### config.mk
export PLATFORM = sky130hd
export DESIGN_NAME = usbhc_channel
export DESIGN_NICKNAME = d
export VERILOG_FILES = /design/src/usbhc_pkg.sv /design/src/usbhc_reqq.sv /design/src/usbhc_channel.sv
export SDC_FILE = /design/constraint.sdc
export NUM_CORES = 2
export LEC_CHECK = 0
export BUFFER_PORTS_ARGS = -buffer_cell sky130_fd_sc_hd__buf_2
export CORE_ASPECT_RATIO = 0.6
export CORE_MARGIN = 2
export CORE_UTILIZATION = 38
export CTS_CLUSTER_DIAMETER = 150
export CTS_CLUSTER_SIZE = 12
export DETAILED_ROUTE_END_ITERATION = 16
export SYNTH_ARGS = -nofsm -noshare
export SYNTH_HDL_FRONTEND = slang
export SYNTH_SLANG_ARGS = --single-unit
### constraint.sdc
create_clock -name clk -period 6.9 [get_ports clk]
set_clock_uncertainty 0.2 [all_clocks]
set_input_delay 0.69 -clock clk [delete_from_list [all_inputs] [get_ports clk]]
set_output_delay 0.69 -clock clk [all_outputs]
set_load 0.02 [all_outputs]
### src/usbhc_pkg.sv
package usbhc_pkg;

	// Register byte offsets on the plain register port
	localparam logic [7:0] OFF_CHAR   = 8'h00; // Channel characteristics
	localparam logic [7:0] OFF_TSIZ   = 8'h04; // Channel transfer size
	localparam logic [7:0] OFF_TXDATA = 8'h08; // Transmit FIFO push (write only)
	localparam logic [7:0] OFF_RXSTAT = 8'h0C; // Receive status pop (read only)
	localparam logic [7:0] OFF_RXDATA = 8'h10; // Receive data pop (read only)
	localparam logic [7:0] OFF_EVENT  = 8'h14; // Sticky events, write one to clear
	localparam logic [7:0] OFF_STATE  = 8'h18; // Live queue and sequencer state

	// Channel characteristics fields
	localparam int CHAR_EN     = 0;  // channel_enable_bit
	localparam int CHAR_DIS    = 1;  // channel_disable_bit
	localparam int CHAR_ODD    = 2;  // odd_frame_select
	localparam int CHAR_DIR_IN = 3;  // Direction, 1 for IN
	localparam int CHAR_TYPE   = 4;  // endpoint_type_field, two bits
	localparam int CHAR_MPS    = 16; // Maximum packet size, eleven bits
	localparam logic [10:0] MPS_RST = 11'h040;

	// Channel transfer size fields
	localparam int TSIZ_XFER = 0;  // Byte count, nineteen bits
	localparam int TSIZ_PKT  = 19; // Packet count, ten bits
	localparam int TSIZ_PID  = 29; // Packet identifier, two bits
	localparam logic [1:0] PID_SETUP = 2'h3;

	// Endpoint types
	localparam logic [1:0] EP_CTRL = 2'h0;
	localparam logic [1:0] EP_BULK = 2'h2;
	localparam logic [1:0] EP_INTR = 2'h3;

	// Receive status word fields and packet_status_code values
	localparam int RXS_BCNT = 4;
	localparam int RXS_CODE = 17;
	localparam logic [3:0] STS_IN_DATA = 4'h2;
	localparam logic [3:0] STS_IN_DONE = 4'h3;
	localparam logic [3:0] STS_HALTED  = 4'h7;

	// Event register bits
	localparam int EV_TRANSFER_COMPLETE_EVENT  = 0; // transfer_complete_event
	localparam int EV_CHH   = 1; // channel_halted_event
	localparam int EV_ACK   = 2;
	localparam int EV_NAK   = 3;
	localparam int EV_STALL = 4;
	localparam int EV_TRANSACTION_ERROR_EVENT = 5; // transaction_error_event
	localparam int EV_BABB  = 6; // babble_error_event
	localparam int EV_TOGGLE_ERROR_EVENT = 7; // toggle_error_event
	localparam int EV_W     = 8;
	localparam int EV_RXLVL = 8; // rx_fifo_level_event, live
	localparam int EV_NPTXE = 9; // nonperiodic_tx_empty_event, live

	// Depths
	localparam int REQQ_DEPTH = 4;
	localparam int RX_DEPTH   = 32;
	localparam int TX_DEPTH   = 32;

	typedef enum logic [1:0] {REQ_OUT = 2'b00, REQ_IN = 2'b01, REQ_HALT = 2'b11} usbhc_req_e;
	typedef enum logic [1:0] {TOK_OUT = 2'b00, TOK_IN = 2'b01, TOK_SETUP = 2'b10} usbhc_tok_e;
	typedef enum logic [2:0] {
		RSP_ACK = 3'h0, RSP_NAK = 3'h1, RSP_STALL = 3'h2,
		RSP_TRANSACTION_ERROR_EVENT = 3'h3, RSP_BABBLE = 3'h4, RSP_TOGGLE_ERROR_EVENT = 3'h5
	} usbhc_rsp_e;
	typedef enum logic [1:0] {ST_IDLE = 2'b00, ST_BUSY = 2'b01} usbhc_state_e;

endpackage

### src/usbhc_reqq.sv
`timescale 1ns/10ps
`default_nettype none

// Small request queue; flush empties it, a push in the same cycle survives
module usbhc_reqq
	import usbhc_pkg::*;
(
	input  wire logic       clk,
	input  wire logic       sys_rst,
	input  wire logic       flush,
	input  wire logic       push,
	input  wire usbhc_req_e push_kind,
	input  wire logic       pop,
	output usbhc_req_e      head_kind,
	output logic            not_empty,
	output logic            full,
	output logic [2:0]      count
);
	usbhc_req_e mem [REQQ_DEPTH]; // Entry storage
	logic [1:0] wr_ptr;           // Next free slot
	logic [1:0] rd_ptr;           // Oldest entry

	assign head_kind = mem[rd_ptr];
	assign not_empty = (count != 3'h0);
	assign full      = (count == 3'h4);

	// Entry store; a push into a full queue is dropped
	always_ff @(posedge clk) begin
		if (flush && push) begin
			mem[2'h0] <= push_kind;
		end else if (push && !full) begin
			mem[wr_ptr] <= push_kind;
		end
	end

	// Pointers and fill level
	always_ff @(posedge clk) begin
		if (sys_rst) begin
			wr_ptr <= 2'h0;
			rd_ptr <= 2'h0;
			count  <= 3'h0;
		end else if (flush) begin
			// Flushing drops every queued request; a same-cycle push is kept
			wr_ptr <= push ? 2'h1 : 2'h0;
			rd_ptr <= 2'h0;
			count  <= push ? 3'h1 : 3'h0;
		end else begin
			if (push && !full) begin
				wr_ptr <= wr_ptr + 2'h1;
			end
			if (pop && not_empty) begin
				rd_ptr <= rd_ptr + 2'h1;
			end
			count <= count + 3'((push && !full) ? 1 : 0) - 3'((pop && not_empty) ? 1 : 0);
		end
	end

	no_overflow_a: assert property (@(posedge clk) disable iff (sys_rst) count <= 3'h4)
		else $error("request queue count beyond depth");

endmodule

`default_nettype wire

### src/usbhc_channel.sv
`timescale 1ns/10ps
`default_nettype none

// Functional notes
// (RULE1) Software drops statuses other than IN data
// (RULE2) Last OUT packet word posts nonperiodic request
// (RULE3) Queued request issues token in current frame
// (RULE4) Last successful OUT transaction raises transfer complete
// (RULE5) SETUP runs as single-packet bulk OUT
// (RULE6) Enable write on IN channel posts request
// (RULE7) Queued IN waits for running OUT
// (RULE8) Stored IN packet raises receive level event
// (RULE9) Software masks, reads status, data, unmasks
// (RULE10) Completion status entry follows last IN packet
// (RULE11) Reading completion status raises transfer complete
// (RULE12) Disable write posts channel disable request
// (RULE13) Halt writes halt status into receive FIFO
// (RULE14) Popping halt status raises channel halted
// (RULE15) Control stages run as three transfers
// (RULE16) Setup stage programs SETUP packet identifier
// (RULE17) Odd-frame interrupt OUT waits for odd frame
// (RULE18) Interrupt OUT last word posts periodic request
// (RULE19) Interrupt OUT completion raises transfer complete
// (RULE20) Software frees channel after three errors
// (RULE21) Software rewinds and disables on OUT errors
// (RULE22) Software disables IN channel on errors
// (RULE23) Software writes OUT data only with room
// (RULE24) Software writes transmit FIFO in words
// (RULE25) Enable plus disable flushes and halts channel
module usbhc_channel
	import usbhc_pkg::*;
(
	input  wire logic        clk,
	input  wire logic        sys_rst,
	input  wire logic [7:0]  reg_addr,
	input  wire logic [31:0] reg_wdata,
	input  wire logic        reg_wr,
	input  wire logic        reg_rd,
	output logic [31:0]      reg_rdata,
	output logic             tok_valid,
	output usbhc_tok_e       tok_pid,
	output logic [10:0]      tok_len,
	input  wire logic        tx_pop,
	output logic [31:0]      tx_word,
	input  wire logic        rx_valid,
	input  wire logic [31:0] rx_word,
	input  wire logic [10:0] rx_len,
	output logic             rx_ready,
	input  wire logic        link_done,
	input  wire usbhc_rsp_e  link_rsp,
	input  wire logic        frame_odd,
	output logic             rx_fifo_level_event,
	output logic             nonperiodic_tx_empty_event
);
	// Channel characteristics and transfer size state
	logic        chan_en;      // channel_enable_bit as held
	logic        odd_sel;      // odd_frame_select
	logic        dir_in;       // IN direction
	logic [1:0]  ep_type;      // endpoint_type_field
	logic [10:0] mps;          // Maximum packet size
	logic [18:0] xfer_bytes;   // Bytes still to transfer
	logic [9:0]  pkt_cnt;      // Packets still to transfer
	logic [1:0]  pid_sel;      // Packet identifier field
	logic [18:0] post_bytes;   // Bytes not yet posted as OUT packets
	logic [10:0] fill_bytes;   // Bytes written into the open OUT packet
	logic [EV_W-1:0] events;   // Sticky events
	usbhc_state_e state;       // Sequencer state

	// Transmit FIFO
	logic [31:0] tx_mem [TX_DEPTH];
	logic [4:0]  tx_wp;
	logic [4:0]  tx_rp;
	logic [5:0]  tx_cnt;

	// Receive FIFO, bit 32 marks a status entry
	logic [32:0] rx_mem [RX_DEPTH];
	logic [4:0]  rx_wp;
	logic [4:0]  rx_rp;
	logic [5:0]  rx_cnt;
	logic [5:0]  stat_ready;   // Status entries whose packet is closed
	logic        hdr_done;     // Status word of the open IN packet written
	logic [10:0] rx_got;       // Byte count of the open IN packet

	// Request queue wiring
	logic       np_push, pq_push, np_pop, pq_pop, np_ne, pq_ne, np_full;
	usbhc_req_e np_kind, pq_kind, push_kind, np_head, pq_head;
	logic [2:0] np_cnt, pq_cnt;

	// Decoded register strobes
	logic        wr_char, wr_tsiz, wr_tx, rd_stat, rd_data, flush;
	logic        pkt_last, is_intr, pq_go, head_is_stat;
	logic [10:0] cur_len;
	logic [3:0]  head_code;
	logic        rx_push;
	logic [32:0] rx_entry;
	logic        halt_pop, done_ack;

	// Smaller of remaining bytes and packet size
	function automatic logic [10:0] pkt_len(input logic [18:0] rem, input logic [10:0] m);
		pkt_len = (rem < {8'h00, m}) ? rem[10:0] : m;
	endfunction

	assign wr_char  = reg_wr && (reg_addr == OFF_CHAR);
	assign wr_tsiz  = reg_wr && (reg_addr == OFF_TSIZ);
	assign wr_tx    = reg_wr && (reg_addr == OFF_TXDATA);
	assign head_is_stat = rx_mem[rx_rp][32];
	assign head_code    = rx_mem[rx_rp][RXS_CODE+3:RXS_CODE];
	assign rd_stat  = reg_rd && (reg_addr == OFF_RXSTAT) && (stat_ready != 6'h0) && head_is_stat;
	assign rd_data  = reg_rd && (reg_addr == OFF_RXDATA) && (rx_cnt != 6'h0) && !head_is_stat;
	assign flush    = wr_char && reg_wdata[CHAR_EN] && reg_wdata[CHAR_DIS]; // [RULE25]
	assign is_intr  = (ep_type == EP_INTR);
	assign cur_len  = pkt_len(post_bytes, mps);
	assign pkt_last = wr_tx && ((fill_bytes + 11'h004) >= cur_len);

	// Posting: disable and IN on a characteristics write, OUT on the last word
	always_comb begin
		np_push   = 1'b0;
		pq_push   = 1'b0;
		push_kind = REQ_OUT;
		if (flush) begin
			push_kind = REQ_HALT; // [RULE12]
			np_push   = !is_intr;
			pq_push   = is_intr;
		end else if (wr_char && reg_wdata[CHAR_EN] && reg_wdata[CHAR_DIR_IN]) begin
			push_kind = REQ_IN; // [RULE6]
			np_push   = 1'b1;
		end else if (pkt_last && !dir_in) begin
			np_push = !is_intr; // [RULE2] [RULE5]
			pq_push = is_intr;  // [RULE18]
		end
	end
	assign np_kind = push_kind;
	assign pq_kind = push_kind;

	// Periodic head goes only in the selected frame parity
	assign pq_go  = pq_ne && (frame_odd == odd_sel); // [RULE17]
	assign np_pop = (state == ST_IDLE) && np_ne && !pq_go; // [RULE3] [RULE7]
	assign pq_pop = (state == ST_IDLE) && pq_go;
	assign halt_pop = (np_pop && np_head == REQ_HALT) || (pq_pop && pq_head == REQ_HALT);
	assign done_ack = (state == ST_BUSY) && link_done && (link_rsp == RSP_ACK);

	usbhc_reqq u_npq (
		.clk       (clk),
		.sys_rst   (sys_rst),
		.flush     (flush),
		.push      (np_push),
		.push_kind (np_kind),
		.pop       (np_pop),
		.head_kind (np_head),
		.not_empty (np_ne),
		.full      (np_full),
		.count     (np_cnt)
	);

	usbhc_reqq u_pq (
		.clk       (clk),
		.sys_rst   (sys_rst),
		.flush     (flush),
		.push      (pq_push),
		.push_kind (pq_kind),
		.pop       (pq_pop),
		.head_kind (pq_head),
		.not_empty (pq_ne),
		// Periodic fill level is visible in the state word; no flag needs it full
		.full      (),
		.count     (pq_cnt)
	);

	// Software-written channel setup
	always_ff @(posedge clk) begin
		if (sys_rst) begin
			odd_sel <= 1'b0;
			dir_in  <= 1'b0;
			ep_type <= EP_CTRL;
			mps     <= MPS_RST;
			pid_sel <= 2'h0;
		end else begin
			if (wr_char) begin
				odd_sel <= reg_wdata[CHAR_ODD];
				dir_in  <= reg_wdata[CHAR_DIR_IN];
				ep_type <= reg_wdata[CHAR_TYPE+1:CHAR_TYPE];
				mps     <= reg_wdata[CHAR_MPS+10:CHAR_MPS];
			end
			if (wr_tsiz) begin
				pid_sel <= reg_wdata[TSIZ_PID+1:TSIZ_PID];
			end
		end
	end

	// Enable tracks software until the disable request is served
	always_ff @(posedge clk) begin
		if (sys_rst) begin
			chan_en <= 1'b0;
		end else if (wr_char) begin
			chan_en <= reg_wdata[CHAR_EN];
		end else if (halt_pop) begin
			chan_en <= 1'b0;
		end
	end

	// Remaining bytes and packets, counted down on each ACK
	always_ff @(posedge clk) begin
		if (sys_rst) begin
			xfer_bytes <= 19'h0;
			pkt_cnt    <= 10'h0;
		end else if (wr_tsiz) begin
			xfer_bytes <= reg_wdata[TSIZ_XFER+18:TSIZ_XFER];
			pkt_cnt    <= reg_wdata[TSIZ_PKT+9:TSIZ_PKT];
		end else if (done_ack) begin
			xfer_bytes <= xfer_bytes - {8'h00, dir_in ? rx_got : tok_len};
			pkt_cnt    <= (pkt_cnt != 10'h0) ? pkt_cnt - 10'h1 : 10'h0;
		end
	end

	// Packet framing of software words; padding in the last word is counted whole
	always_ff @(posedge clk) begin
		if (sys_rst || flush) begin
			post_bytes <= 19'h0;
			fill_bytes <= 11'h0;
		end else if (wr_tsiz) begin
			post_bytes <= reg_wdata[TSIZ_XFER+18:TSIZ_XFER];
			fill_bytes <= 11'h0;
		end else if (pkt_last) begin
			post_bytes <= post_bytes - {8'h00, cur_len};
			fill_bytes <= 11'h0;
		end else if (wr_tx) begin
			fill_bytes <= fill_bytes + 11'h004;
		end
	end

	// Transmit FIFO storage; a word into a full FIFO is dropped
	always_ff @(posedge clk) begin
		if (wr_tx && tx_cnt != 6'(TX_DEPTH)) begin
			tx_mem[tx_wp] <= reg_wdata;
		end
	end

	// Transmit FIFO pointers; flushing also discards unsent data
	always_ff @(posedge clk) begin
		if (sys_rst || flush) begin
			tx_wp  <= 5'h0;
			tx_rp  <= 5'h0;
			tx_cnt <= 6'h0;
		end else begin
			if (wr_tx && tx_cnt != 6'(TX_DEPTH)) begin
				tx_wp <= tx_wp + 5'h1;
			end
			if (tx_pop && tx_cnt != 6'h0) begin
				tx_rp <= tx_rp + 5'h1;
			end
			tx_cnt <= tx_cnt + 6'((wr_tx && tx_cnt != 6'(TX_DEPTH)) ? 1 : 0)
				- 6'((tx_pop && tx_cnt != 6'h0) ? 1 : 0);
		end
	end

	// Registered word at the FIFO head; looks one ahead on a pop
	always_ff @(posedge clk) begin
		if (sys_rst) begin
			tx_word <= 32'h0;
		end else begin
			tx_word <= tx_pop ? tx_mem[tx_rp + 5'h1] : tx_mem[tx_rp];
		end
	end

	// Sequencer: one transaction on the link at a time
	always_ff @(posedge clk) begin
		if (sys_rst) begin
			state     <= ST_IDLE;
			tok_valid <= 1'b0;
			tok_pid   <= TOK_OUT;
			tok_len   <= 11'h0;
		end else begin
			case (state)
				ST_IDLE: begin
					// A halt request ends the channel without a token
					if ((np_pop || pq_pop) && !halt_pop) begin
						state     <= ST_BUSY; // [RULE3]
						tok_valid <= 1'b1;
						tok_len   <= pkt_len(xfer_bytes, mps);
						if (dir_in) begin
							tok_pid <= TOK_IN;
						end else if (pid_sel == PID_SETUP) begin
							tok_pid <= TOK_SETUP; // [RULE5]
						end else begin
							tok_pid <= TOK_OUT;
						end
					end
				end
				ST_BUSY: begin
					// Started transactions are never cut short by a flush
					if (link_done) begin
						state     <= ST_IDLE;
						tok_valid <= 1'b0;
					end
				end
				default: begin
					state     <= ST_IDLE;
					tok_valid <= 1'b0;
				end
			endcase
		end
	end

	// Receive FIFO write selection: halt, IN status word, IN data, completion
	assign rx_ready = (state == ST_BUSY) && hdr_done && (rx_cnt != 6'(RX_DEPTH));
	always_comb begin
		rx_push  = 1'b0;
		rx_entry = 33'h0;
		if (halt_pop && rx_cnt != 6'(RX_DEPTH)) begin
			rx_push  = 1'b1; // [RULE13]
			rx_entry = {1'b1, 32'(STS_HALTED) << RXS_CODE};
		end else if (state == ST_BUSY && rx_valid && !hdr_done && rx_cnt != 6'(RX_DEPTH)) begin
			rx_push  = 1'b1;
			rx_entry = {1'b1, (32'(STS_IN_DATA) << RXS_CODE) | (32'(rx_len) << RXS_BCNT)};
		end else if (rx_valid && rx_ready) begin
			rx_push  = 1'b1;
			rx_entry = {1'b0, rx_word};
		end else if (done_ack && dir_in && rx_cnt != 6'(RX_DEPTH)
			&& (pkt_cnt == 10'h1 || rx_got < mps)) begin
			rx_push  = 1'b1; // [RULE10]
			rx_entry = {1'b1, 32'(STS_IN_DONE) << RXS_CODE};
		end
	end

	always_ff @(posedge clk) begin
		if (rx_push) begin
			rx_mem[rx_wp] <= rx_entry;
		end
	end

	// Receive FIFO pointers and the open-packet header flag
	always_ff @(posedge clk) begin
		if (sys_rst) begin
			rx_wp    <= 5'h0;
			rx_rp    <= 5'h0;
			rx_cnt   <= 6'h0;
			hdr_done <= 1'b0;
			rx_got   <= 11'h0;
		end else begin
			if (rx_push) begin
				rx_wp <= rx_wp + 5'h1;
			end
			if (rd_stat || rd_data) begin
				rx_rp <= rx_rp + 5'h1;
			end
			rx_cnt <= rx_cnt + 6'(rx_push ? 1 : 0) - 6'((rd_stat || rd_data) ? 1 : 0);
			if (state == ST_BUSY && link_done) begin
				hdr_done <= 1'b0;
			end else if (state == ST_BUSY && rx_valid && !hdr_done && rx_push) begin
				hdr_done <= 1'b1;
				rx_got   <= rx_len;
			end
			if (np_pop || pq_pop) begin
				rx_got <= 11'h0;
			end
		end
	end

	// Status entries become visible only once their packet is closed
	always_ff @(posedge clk) begin
		if (sys_rst) begin
			stat_ready <= 6'h0;
		end else begin
			stat_ready <= stat_ready
				+ 6'((state == ST_BUSY && link_done && hdr_done) ? 1 : 0) // [RULE8]
				+ 6'((rx_push && rx_entry[32] && (halt_pop || done_ack)) ? 1 : 0)
				- 6'(rd_stat ? 1 : 0);
		end
	end

	assign rx_fifo_level_event        = (stat_ready != 6'h0); // [RULE8]
	assign nonperiodic_tx_empty_event = (tx_cnt == 6'h0) && !np_full;

	// Sticky events; a new event wins over a clear in the same cycle
	always_ff @(posedge clk) begin
		if (sys_rst) begin
			events <= '0;
		end else begin
			events <= (events & ~((reg_wr && reg_addr == OFF_EVENT) ? reg_wdata[EV_W-1:0] : '0))
				| EV_W'(((done_ack && !dir_in && pkt_cnt == 10'h1) || (rd_stat && head_code == STS_IN_DONE))
					? 8'h01 << EV_TRANSFER_COMPLETE_EVENT : 8'h00) // [RULE4] [RULE11] [RULE19]
				| EV_W'((rd_stat && head_code == STS_HALTED) ? 8'h01 << EV_CHH : 8'h00) // [RULE14]
				| EV_W'((state == ST_BUSY && link_done) ? 8'h01 << (EV_ACK + 32'(link_rsp)) : 8'h00);
		end
	end

	// Read data, one cycle after the strobe; unmapped addresses read zero
	always_ff @(posedge clk) begin
		if (sys_rst) begin
			reg_rdata <= 32'h0;
		end else if (reg_rd) begin
			case (reg_addr)
				OFF_CHAR:   reg_rdata <= (32'(mps) << CHAR_MPS) | (32'(ep_type) << CHAR_TYPE)
					| (32'(dir_in) << CHAR_DIR_IN) | (32'(odd_sel) << CHAR_ODD) | 32'(chan_en);
				OFF_TSIZ:   reg_rdata <= (32'(pid_sel) << TSIZ_PID) | (32'(pkt_cnt) << TSIZ_PKT)
					| 32'(xfer_bytes);
				OFF_RXSTAT: reg_rdata <= rd_stat ? rx_mem[rx_rp][31:0] : 32'h0;
				OFF_RXDATA: reg_rdata <= rd_data ? rx_mem[rx_rp][31:0] : 32'h0;
				OFF_EVENT:  reg_rdata <= (32'(nonperiodic_tx_empty_event) << EV_NPTXE)
					| (32'(rx_fifo_level_event) << EV_RXLVL) | 32'(events);
				OFF_STATE:  reg_rdata <= {12'h0, state, tx_cnt, rx_cnt, pq_cnt, np_cnt};
				default:    reg_rdata <= 32'h0;
			endcase
		end
	end

	// Checks
	out_post_a: assert property (@(posedge clk) disable iff (sys_rst) // [RULE2]
		(pkt_last && !dir_in && !is_intr && !wr_char) |-> np_push && np_kind == REQ_OUT)
		else $error("OUT packet end did not post a request");
	intr_post_a: assert property (@(posedge clk) disable iff (sys_rst) // [RULE18]
		(pkt_last && !dir_in && is_intr && !wr_char) |-> pq_push && !np_push)
		else $error("interrupt OUT packet end did not post periodic request");
	in_post_a: assert property (@(posedge clk) disable iff (sys_rst) // [RULE6]
		(wr_char && reg_wdata[CHAR_EN] && !reg_wdata[CHAR_DIS] && reg_wdata[CHAR_DIR_IN])
		|-> np_push && np_kind == REQ_IN)
		else $error("enable write did not post IN request");
	issue_now_a: assert property (@(posedge clk) disable iff (sys_rst) // [RULE3]
		(state == ST_IDLE && np_ne && !pq_ne) |-> np_pop)
		else $error("queued request not issued");
	one_txn_a: assert property (@(posedge clk) disable iff (sys_rst) // [RULE7]
		(state == ST_BUSY) |-> !np_pop && !pq_pop ##0 tok_valid)
		else $error("request popped while a transaction runs");
	odd_frame_a: assert property (@(posedge clk) disable iff (sys_rst) // [RULE17]
		pq_pop |-> frame_odd == odd_sel)
		else $error("periodic request issued in wrong frame parity");
	out_done_a: assert property (@(posedge clk) disable iff (sys_rst) // [RULE4]
		(done_ack && !dir_in && pkt_cnt == 10'h1) |=> events[EV_TRANSFER_COMPLETE_EVENT] && pkt_cnt == 10'h0)
		else $error("last OUT packet did not raise transfer complete");
	in_level_a: assert property (@(posedge clk) disable iff (sys_rst) // [RULE8]
		(state == ST_BUSY && link_done && hdr_done && !rd_stat) |=> rx_fifo_level_event)
		else $error("stored IN packet did not raise level event");
	cmpl_read_a: assert property (@(posedge clk) disable iff (sys_rst) // [RULE11]
		(rd_stat && head_code == STS_IN_DONE) |=> events[EV_TRANSFER_COMPLETE_EVENT])
		else $error("completion status read did not raise transfer complete");
	halt_entry_a: assert property (@(posedge clk) disable iff (sys_rst) // [RULE13]
		(halt_pop && rx_cnt < 6'h20 && !rd_stat) |=> rx_fifo_level_event && !chan_en)
		else $error("halt did not queue a halt status");
	halt_event_a: assert property (@(posedge clk) disable iff (sys_rst) // [RULE14]
		(rd_stat && head_code == STS_HALTED) |=> events[EV_CHH])
		else $error("halt status pop did not raise channel halted");
	flush_a: assert property (@(posedge clk) disable iff (sys_rst) // [RULE25]
		flush |=> (np_cnt + pq_cnt) == 3'h1 && tx_cnt == 6'h0)
		else $error("disable write did not flush requests");
	out_txn_c: cover property (@(posedge clk) disable iff (sys_rst) done_ack && !dir_in && pkt_cnt == 10'h1);
	in_cmpl_c: cover property (@(posedge clk) disable iff (sys_rst) rd_stat && head_code == STS_IN_DONE);
	halt_c:    cover property (@(posedge clk) disable iff (sys_rst) rd_stat && head_code == STS_HALTED);
	odd_c:     cover property (@(posedge clk) disable iff (sys_rst) pq_pop && !halt_pop);

endmodule

`default_nettype wire

# Yosys cells after proc, flatten, opt, wreduce, memory -nomap -nowiden
# Memories as Yosys holds them, arrays and structs flattened. A register that Yosys moved wholly into a read port is not among the register bits.
# Cells that the tools add are included.
[totals]
register_bits = 229
ram_bits = 2096
inputBits = 94
output_inout_bits = 81
elab_cells = 283
mem_count = 4
[memory_table]
columns = ["memory", "words", "width", "rd", "rd_ports_with_merged_regs", "write_ports", "line_no", "rtl"]
rows = [
  ["rx_mem", 32, 33, 1, 1, 1, "usbhc_channel.sv:76", "logic [32:0] rx_mem [RX_DEPTH];"],
  ["tx_mem", 32, 32, 2, 1, 1, "usbhc_channel.sv:70", "logic [31:0] tx_mem [TX_DEPTH];"],
  ["u_npq.mem", 4, 2, 1, 1, 1, "usbhc_reqq.sv:19", "usbhc_req_e mem [REQQ_DEPTH];"],
  ["u_pq.mem", 4, 2, 1, 1, 1, "usbhc_reqq.sv:19", ""],
]
[op_classes]
n_addsub = 24
n_lt_le_gt_ge = 4
eq_ne = 21
shift = 1
mux = 93
bitwise_logic = 14
reduce_logical = 90
[op_table]
columns = ["cell", "n"]
rows = [
  ["case mux 32 bit (6 select lines)", 1],
  ["two-way mux 33 bit", 4],
  ["two-way mux 32 bit", 3],
  ["two-way mux 19 bit", 4],
  ["logical AND 1 bit", 51],
  ["two-way mux 1 bit", 47],
  ["< comparator 19 x 11 -> 1 bit", 2],
  ["subtractor 19 x 11 -> 19 bit", 2],
  ["two-way mux 2 bit", 18],
  ["two-way mux 11 bit", 3],
  ["bitwise OR 31 x 19 -> 31 bit", 1],
  ["bitwise OR 31 x 29 -> 31 bit", 1],
  ["two-way mux 10 bit", 3],
  ["bitwise OR 27 x 1 -> 27 bit", 1],
  ["bitwise OR 27 x 3 -> 27 bit", 1],
  ["bitwise OR 27 x 4 -> 27 bit", 1],
  ["bitwise OR 27 x 6 -> 27 bit", 1],
  ["adder 6 x 1 -> 6 bit", 4],
  ["equality test 8 x 5 -> 1 bit, second input constant", 3],
  ["adder 5 x 1 -> 5 bit, second input constant", 4],
  ["two-way mux 5 bit", 4],
  ["nonzero test 6 bit", 3],
  ["subtractor 6 x 1 -> 6 bit", 3],
  ["equality test 8 x 4 -> 1 bit, second input constant", 2],
  ["44 further kinds", 80],
]

# Depth between registers and ports, before layout
[logic_depth]
depth_word = 15
mapped_depth = 25
mapped_depth_nobuf = 22

# By module
# Synthesis repeated with hierarchy kept, for this count alone.
[unflattened]
hier_cells = 5167
area_unflattened_um2 = 101046.9
[modules_own_cells]
columns = ["module", "n_inst", "cells_per_inst", "area_each_um2"]
rows = [
  ["usbhc_channel", 1, 5050, 99534.2],
  ["usbhc_reqq (u_pq)", 1, 59, 758.2],
  ["usbhc_reqq (u_npq)", 1, 58, 754.5],
]

# Worst setup path before layout
# Ideal clock, no wire load.
[synth_path]
kind = "reg2reg"
startpoint = "reg mps[5]"
endpoint = "reg u_npq.count[2]"
setup_time_ns = 0.128
arrival_time_ns = 4.881
required_ns = 6.572
setup_slack_ns = 1.691
stages_incl_launch_ff = 25
synth_period_minus_slack_ns = 5.209
cell_sequence = "dfxtp_1 > clkbuf_1 > inv_1 > ha_1 > nand2_1 > o21ai_0 > and2_1 > clkbuf_1 > nor2_8 > buf_1 > a21oi_1 > ha_1 > a21o_1 > a21o_1 > a221o_1 > a21oi_1 > o32ai_2 > a21oi_1 > nor3_1 > ha_1 > inv_1 > fa_1 > xor2_1 > xnor2_1 > nor2_1"
[synth_between]
elab_chain_cells = 13
[synth_lines]
columns = ["item", "line_no", "rtl"]
rows = [
  ["start, declared", "usbhc_channel.sv:60", "logic [10:0] mps;"],
  ["start signal, assigned", "usbhc_channel.sv:182", "mps <= reg_wdata[CHAR_MPS+10:CHAR_MPS];"],
  ["< comparator 19 x 11 -> 1 bit", "usbhc_channel.sv:100", "pkt_len = (rem < {8'h00, m}) ? rem[10:0] : m;"],
  ["two-way mux 11 bit *", "usbhc_channel.sv:100", ""],
  [">= comparator 11 bit *", "usbhc_channel.sv:113", "assign pkt_last = wr_tx && ((fill_bytes + 11'h004) >= cur_len);"],
  ["logical AND 1 bit *", "usbhc_channel.sv:113", ""],
  ["logical AND 1 bit *", "usbhc_channel.sv:127", "end else if (pkt_last && !dir_in) begin"],
  ["two-way mux 1 bit *", "usbhc_channel.sv:127", ""],
  ["two-way mux 1 bit *", "usbhc_channel.sv:124", "end else if (wr_char && reg_wdata[CHAR_EN] && reg_wdata[CHAR_DIR_IN]) begin"],
  ["two-way mux 1 bit *", "usbhc_channel.sv:120", "if (flush) begin"],
  ["logical AND 1 bit *", "usbhc_reqq.sv:54", "count <= count + 3'((push && !full) ? 1 : 0) - 3'((pop && not_empty) ? 1 : 0);"],
  ["two-way mux 1 bit *", "usbhc_reqq.sv:54", ""],
  ["adder 3 bit *", "usbhc_reqq.sv:54", ""],
  ["subtractor 3 bit *", "usbhc_reqq.sv:54", ""],
  ["two-way mux 3 bit *", "usbhc_reqq.sv:42", "end else if (flush) begin"],
  ["end signal, assigned", "usbhc_reqq.sv:46", "count <= push ? 3'h1 : 3'h0;"],
  ["end signal, assigned", "usbhc_reqq.sv:54", ""],
  ["end, declared", "usbhc_reqq.sv:17", "output logic [2:0] count"],
]
# Mark *: on every way between the ends. The rest lies on a longest branch, timed or not.
# A chain may end at the register's enable or synchronous reset.

# Worst setup path in the final report
# Ends and elaborated chain as after synthesis.

==> metrics.csv <==
stage,metric,value,unit
drt,number of nets with antenna violations after detailed routing,0,
synth,Yosys warning total,0,
clock_network,hold_buf cts,20,
setup_path,CP startpoint kind,flip-flop,
pwr,switching power,9177,µW
drt,routed vias/inst,6.148,
sta,max_slew headroom,0.1671,
pwr,internal cell power,25230,µW
floorplanning,die area,0.2694,mm²
synth,"top cells by area, synth","edfxtp_1 62%, mux4_2 22%, dfxtp_1 4.7%",
synth,Post-synth ARST share,0,
clock_network,worst skew pair latency,0.91,ns
sta,Fin. Hold Viols,0,
synth,top-count cell post-synth,edfxtp_1,
setup_path,"Arr. time, crit path",6.42,ns
synth,register area share after synthesis,0.6723,
pwr,Max IR drop VDD,0.2679,mV
sta,FMAX,170.7,MHz
setup_path,R2R Setup Slk,1.04,ns
synth,Synth Register Bits,2335,
sta,RSZ-0062 raised after global routing,no,
placement,Routability Congestion,0.8757,
cells_and_area,layout cell share with drive strength beyond 1,0.2974,
drt,# DRC,0,
setup_path,Required @ worst endpoint,7.46,ns
pwr,pwr/cell area,303.0,mW/mm²
sta,setup_tns,0,ns
drt,WL/cell,33.09,µm
synth,Syn Nets,5361,
synth,number of flops mapped to enable cells by yosys,2096,
global_routing,initial antenna violation count,19,
setup_path,reg2reg path depth,22,
cells_and_area,nets,5608,
global_routing,grt ovf,0,
worst_hold_path,worst hold path class,primary input to flip-flop,
clock_network,clock-pin slew on the worst setup and hold paths,0.07,ns
cells_and_area,FILL cells,22730,
pwr,switching share of power,0.2667,
sta,worst-margin pin slew,1.249,ns
status,status,"complete, no violations",
cells_and_area,Layout area overhead,12.74,%
global_routing,largest net degree at the start of global routing,137,
drt,vias post-DR,55960,
pwr,combinational power share,0.209,
floorplanning,die width,668.7,µm
setup_path,R2R Path Start,mps[5],
floorplanning,Rows,146,
pwr,power share of the sequential group,0.466,
clock_network,Clock Tree Root,clkbuf_16,
drt,final wirelength,301.2,mm
clock_network,CTS Buf Count,220,
synth,Netlist cell types,84,
sta,# setup viols final,0,
setup_path,kind of critical path,flip-flop to flip-flop,
synth,Yosys top cell by area,edfxtp_1,
pwr,static leakage,0.03367,µW
synth,Synth Instances,5159,
synth,Synth top cells by count,"2,096 x edfxtp_1, 970 x mux4_2, 239 x dfxtp_1",
worst_hold_path,Hold Path Stages,1,
job,Max Cap Viol,0,
clock_network,CTS tree,yes,
floorplanning,Core Region,0.2638,mm²
global_routing,first-pass GRT wire length,423.5,mm
synth,Mapped Area,0.1007,mm²
sta,Min Hold Slack,0.1397,ns
placement,Port-buffer cells,174,
pwr,clock power share,0.325,
global_routing,Total Routing Usage GR,0.2209,
synth,"Primary FF master, synth",edfxtp_1,
clock_network,PostCTS Resize Cnt,0,
floorplanning,I/O pin cnt,175,
global_routing,vias in the first global route,54610,
setup_path,r2r endpoint,u_npq.count[2],
clock_network,clock tree buffer depth,4,
synth,"Avg Cell Area, Syn",19.53,µm²
synth,post-synth top area share,0.6248,
drt,DR iter-0 viols,8089,
floorplanning,starting density of the core,0.3819,
drt,DR pass1 iterations,6,
setup_path,Crit. End Element,flip-flop,
clock_network,setup repair bufs after CTS,0,
worst_hold_path,HP Start,reg_wdata[31],
sta,Max Slew Vio Count,0,
clock_network,CTS H-tree depth,4,
floorplanning,die height,402.8,µm
sta,crit path time final,5.859,ns
clock_network,Sink Count,2335,
setup_path,crit path max fanout,17,
sta,fin crit share,0.8491,
placement,detailed placement HPWL,179.6,mm
worst_hold_path,Hold EP,tx_mem[31][31],
pwr,Design Power,34410,µW
power by group through the flow:
stage               sequential, µW  combinational [µW]  clock [µW]
CTS                          16000                7240       11400
finish                       16000                7190       11200
detailed placement           16300                7190           0
floorplan                    16300                5190           0
global placement             16300                7190           0
global route                 16000                7690       11900
final cells by class:
class / count / area, µm² / area share
Sequential cell: 2335 / 67770 / 0.5967
Multi-Input combinational cell: 2413 / 32040 / 0.2821
Clock buffer: 353 / 6026 / 0.05306
Tap cell: 3552 / 4444 / 0.03913
Timing Repair Buffer: 347 / 2804 / 0.02469
Inverter: 89 / 334.1 / 0.002942
Clock inverter: 8 / 142.6 / 0.001256
Antenna cell: 5 / 12.51 / 0.0001102
placed cells by master (no fill, tap or decap), types with 33 or more instances in the layout:
master and instances:
a22o_1 48, mux4_2 970, buf_4 108, dfxtp_1 228, nor2b_1 45, clkbuf_1 132
buf_2 172, xnor2_1 33, edfxtp_1 2096, nor2_4 65, nor3_1 49, o21ai_0 90
buf_12 46, nor2_1 153, a211oi_1 84, inv_1 89, clkbuf_16 221, mux2i_1 96
nand2_1 180, nand3_1 43, a21oi_1 116, ha_1 99
cell families (layout without fill, tap and decap cells):
group	Yosys count	in the layout	share of synthesized area
compound gates	485	485	0.03294
xor+xnor	68	68	0.005912
fa+ha+maj	108	108	0.01401
buf+inv	411	797	0.01556
flops	2335	2335	0.6723
mux	1071	1071	0.2270
other cells	0	5	0
simple gates	681	681	0.03234
state kept, by name, indices dropped and copies added (netlist names), 9 cells and up, named ones only:
| register | flops |
|---|---|
| rx_got | 11 |
| reg_rdata | 32 |
| post_bytes | 19 |
| tx_word | 32 |
| fill_bytes | 9 |
| xfer_bytes | 19 |
| tx_mem | 1024 |
| mps | 11 |
| tok_len | 11 |
| rx_mem | 1056 |
| pkt_cnt | 10 |
metal layers:
metal  vias to the layer above  GRT usage  share of wire
met3                       375    0.05297           0.10
met4                         6    0.04736          0.021
met2                      3145     0.3060           0.42
li1                      22140          -              -
met1                     30300     0.3505           0.45
met5                         -          0        0.00012
per-stage QoR:
stage               area (µm²)  utilization  worst slack (ns)  cells
finish                  113600       0.4305             1.041   9102
global route            113600       0.4305            0.5884   9100
CTS                     113600       0.4305             1.181   9097
detailed placement      107200       0.4064             1.243   8716
global placement        107200       0.4064             1.295   8716
floorplan               100700            -             1.691   5159
critical path, stage by stage, from the launching register on:
cell     delay [ns]
dfxtp_1        0.68
inv_1          0.24
ha_1           0.34
nand2_1        0.06
o21ai_0        0.51
and2_1         0.48
nor2_8         0.15
nor2_1         0.13
a21oi_1        0.07
ha_1           0.33
a21o_1         0.17
a21o_1         0.18
a221o_1        0.37
a21oi_1        0.22
o32ai_2        0.17
a21oi_1        0.42
nor3_1         0.10
ha_1           0.23
inv_1          0.07
fa_1           0.18
xor2_1         0.18
xnor2_1        0.14
nor2_1         0.06
worst max path at each step:
stage                start             end  depth (start not counted)
floorplan           mps[5]  u_npq.count[2]                         24
global placement    mps[5]  u_npq.count[2]                         22
detailed placement  mps[5]  u_npq.count[2]                         22
CTS                 mps[5]  u_npq.count[2]                         22
global route        mps[5]  u_npq.count[2]                         22
finish              mps[5]  u_npq.count[2]                         22
(Power assumes the default switching activity.)
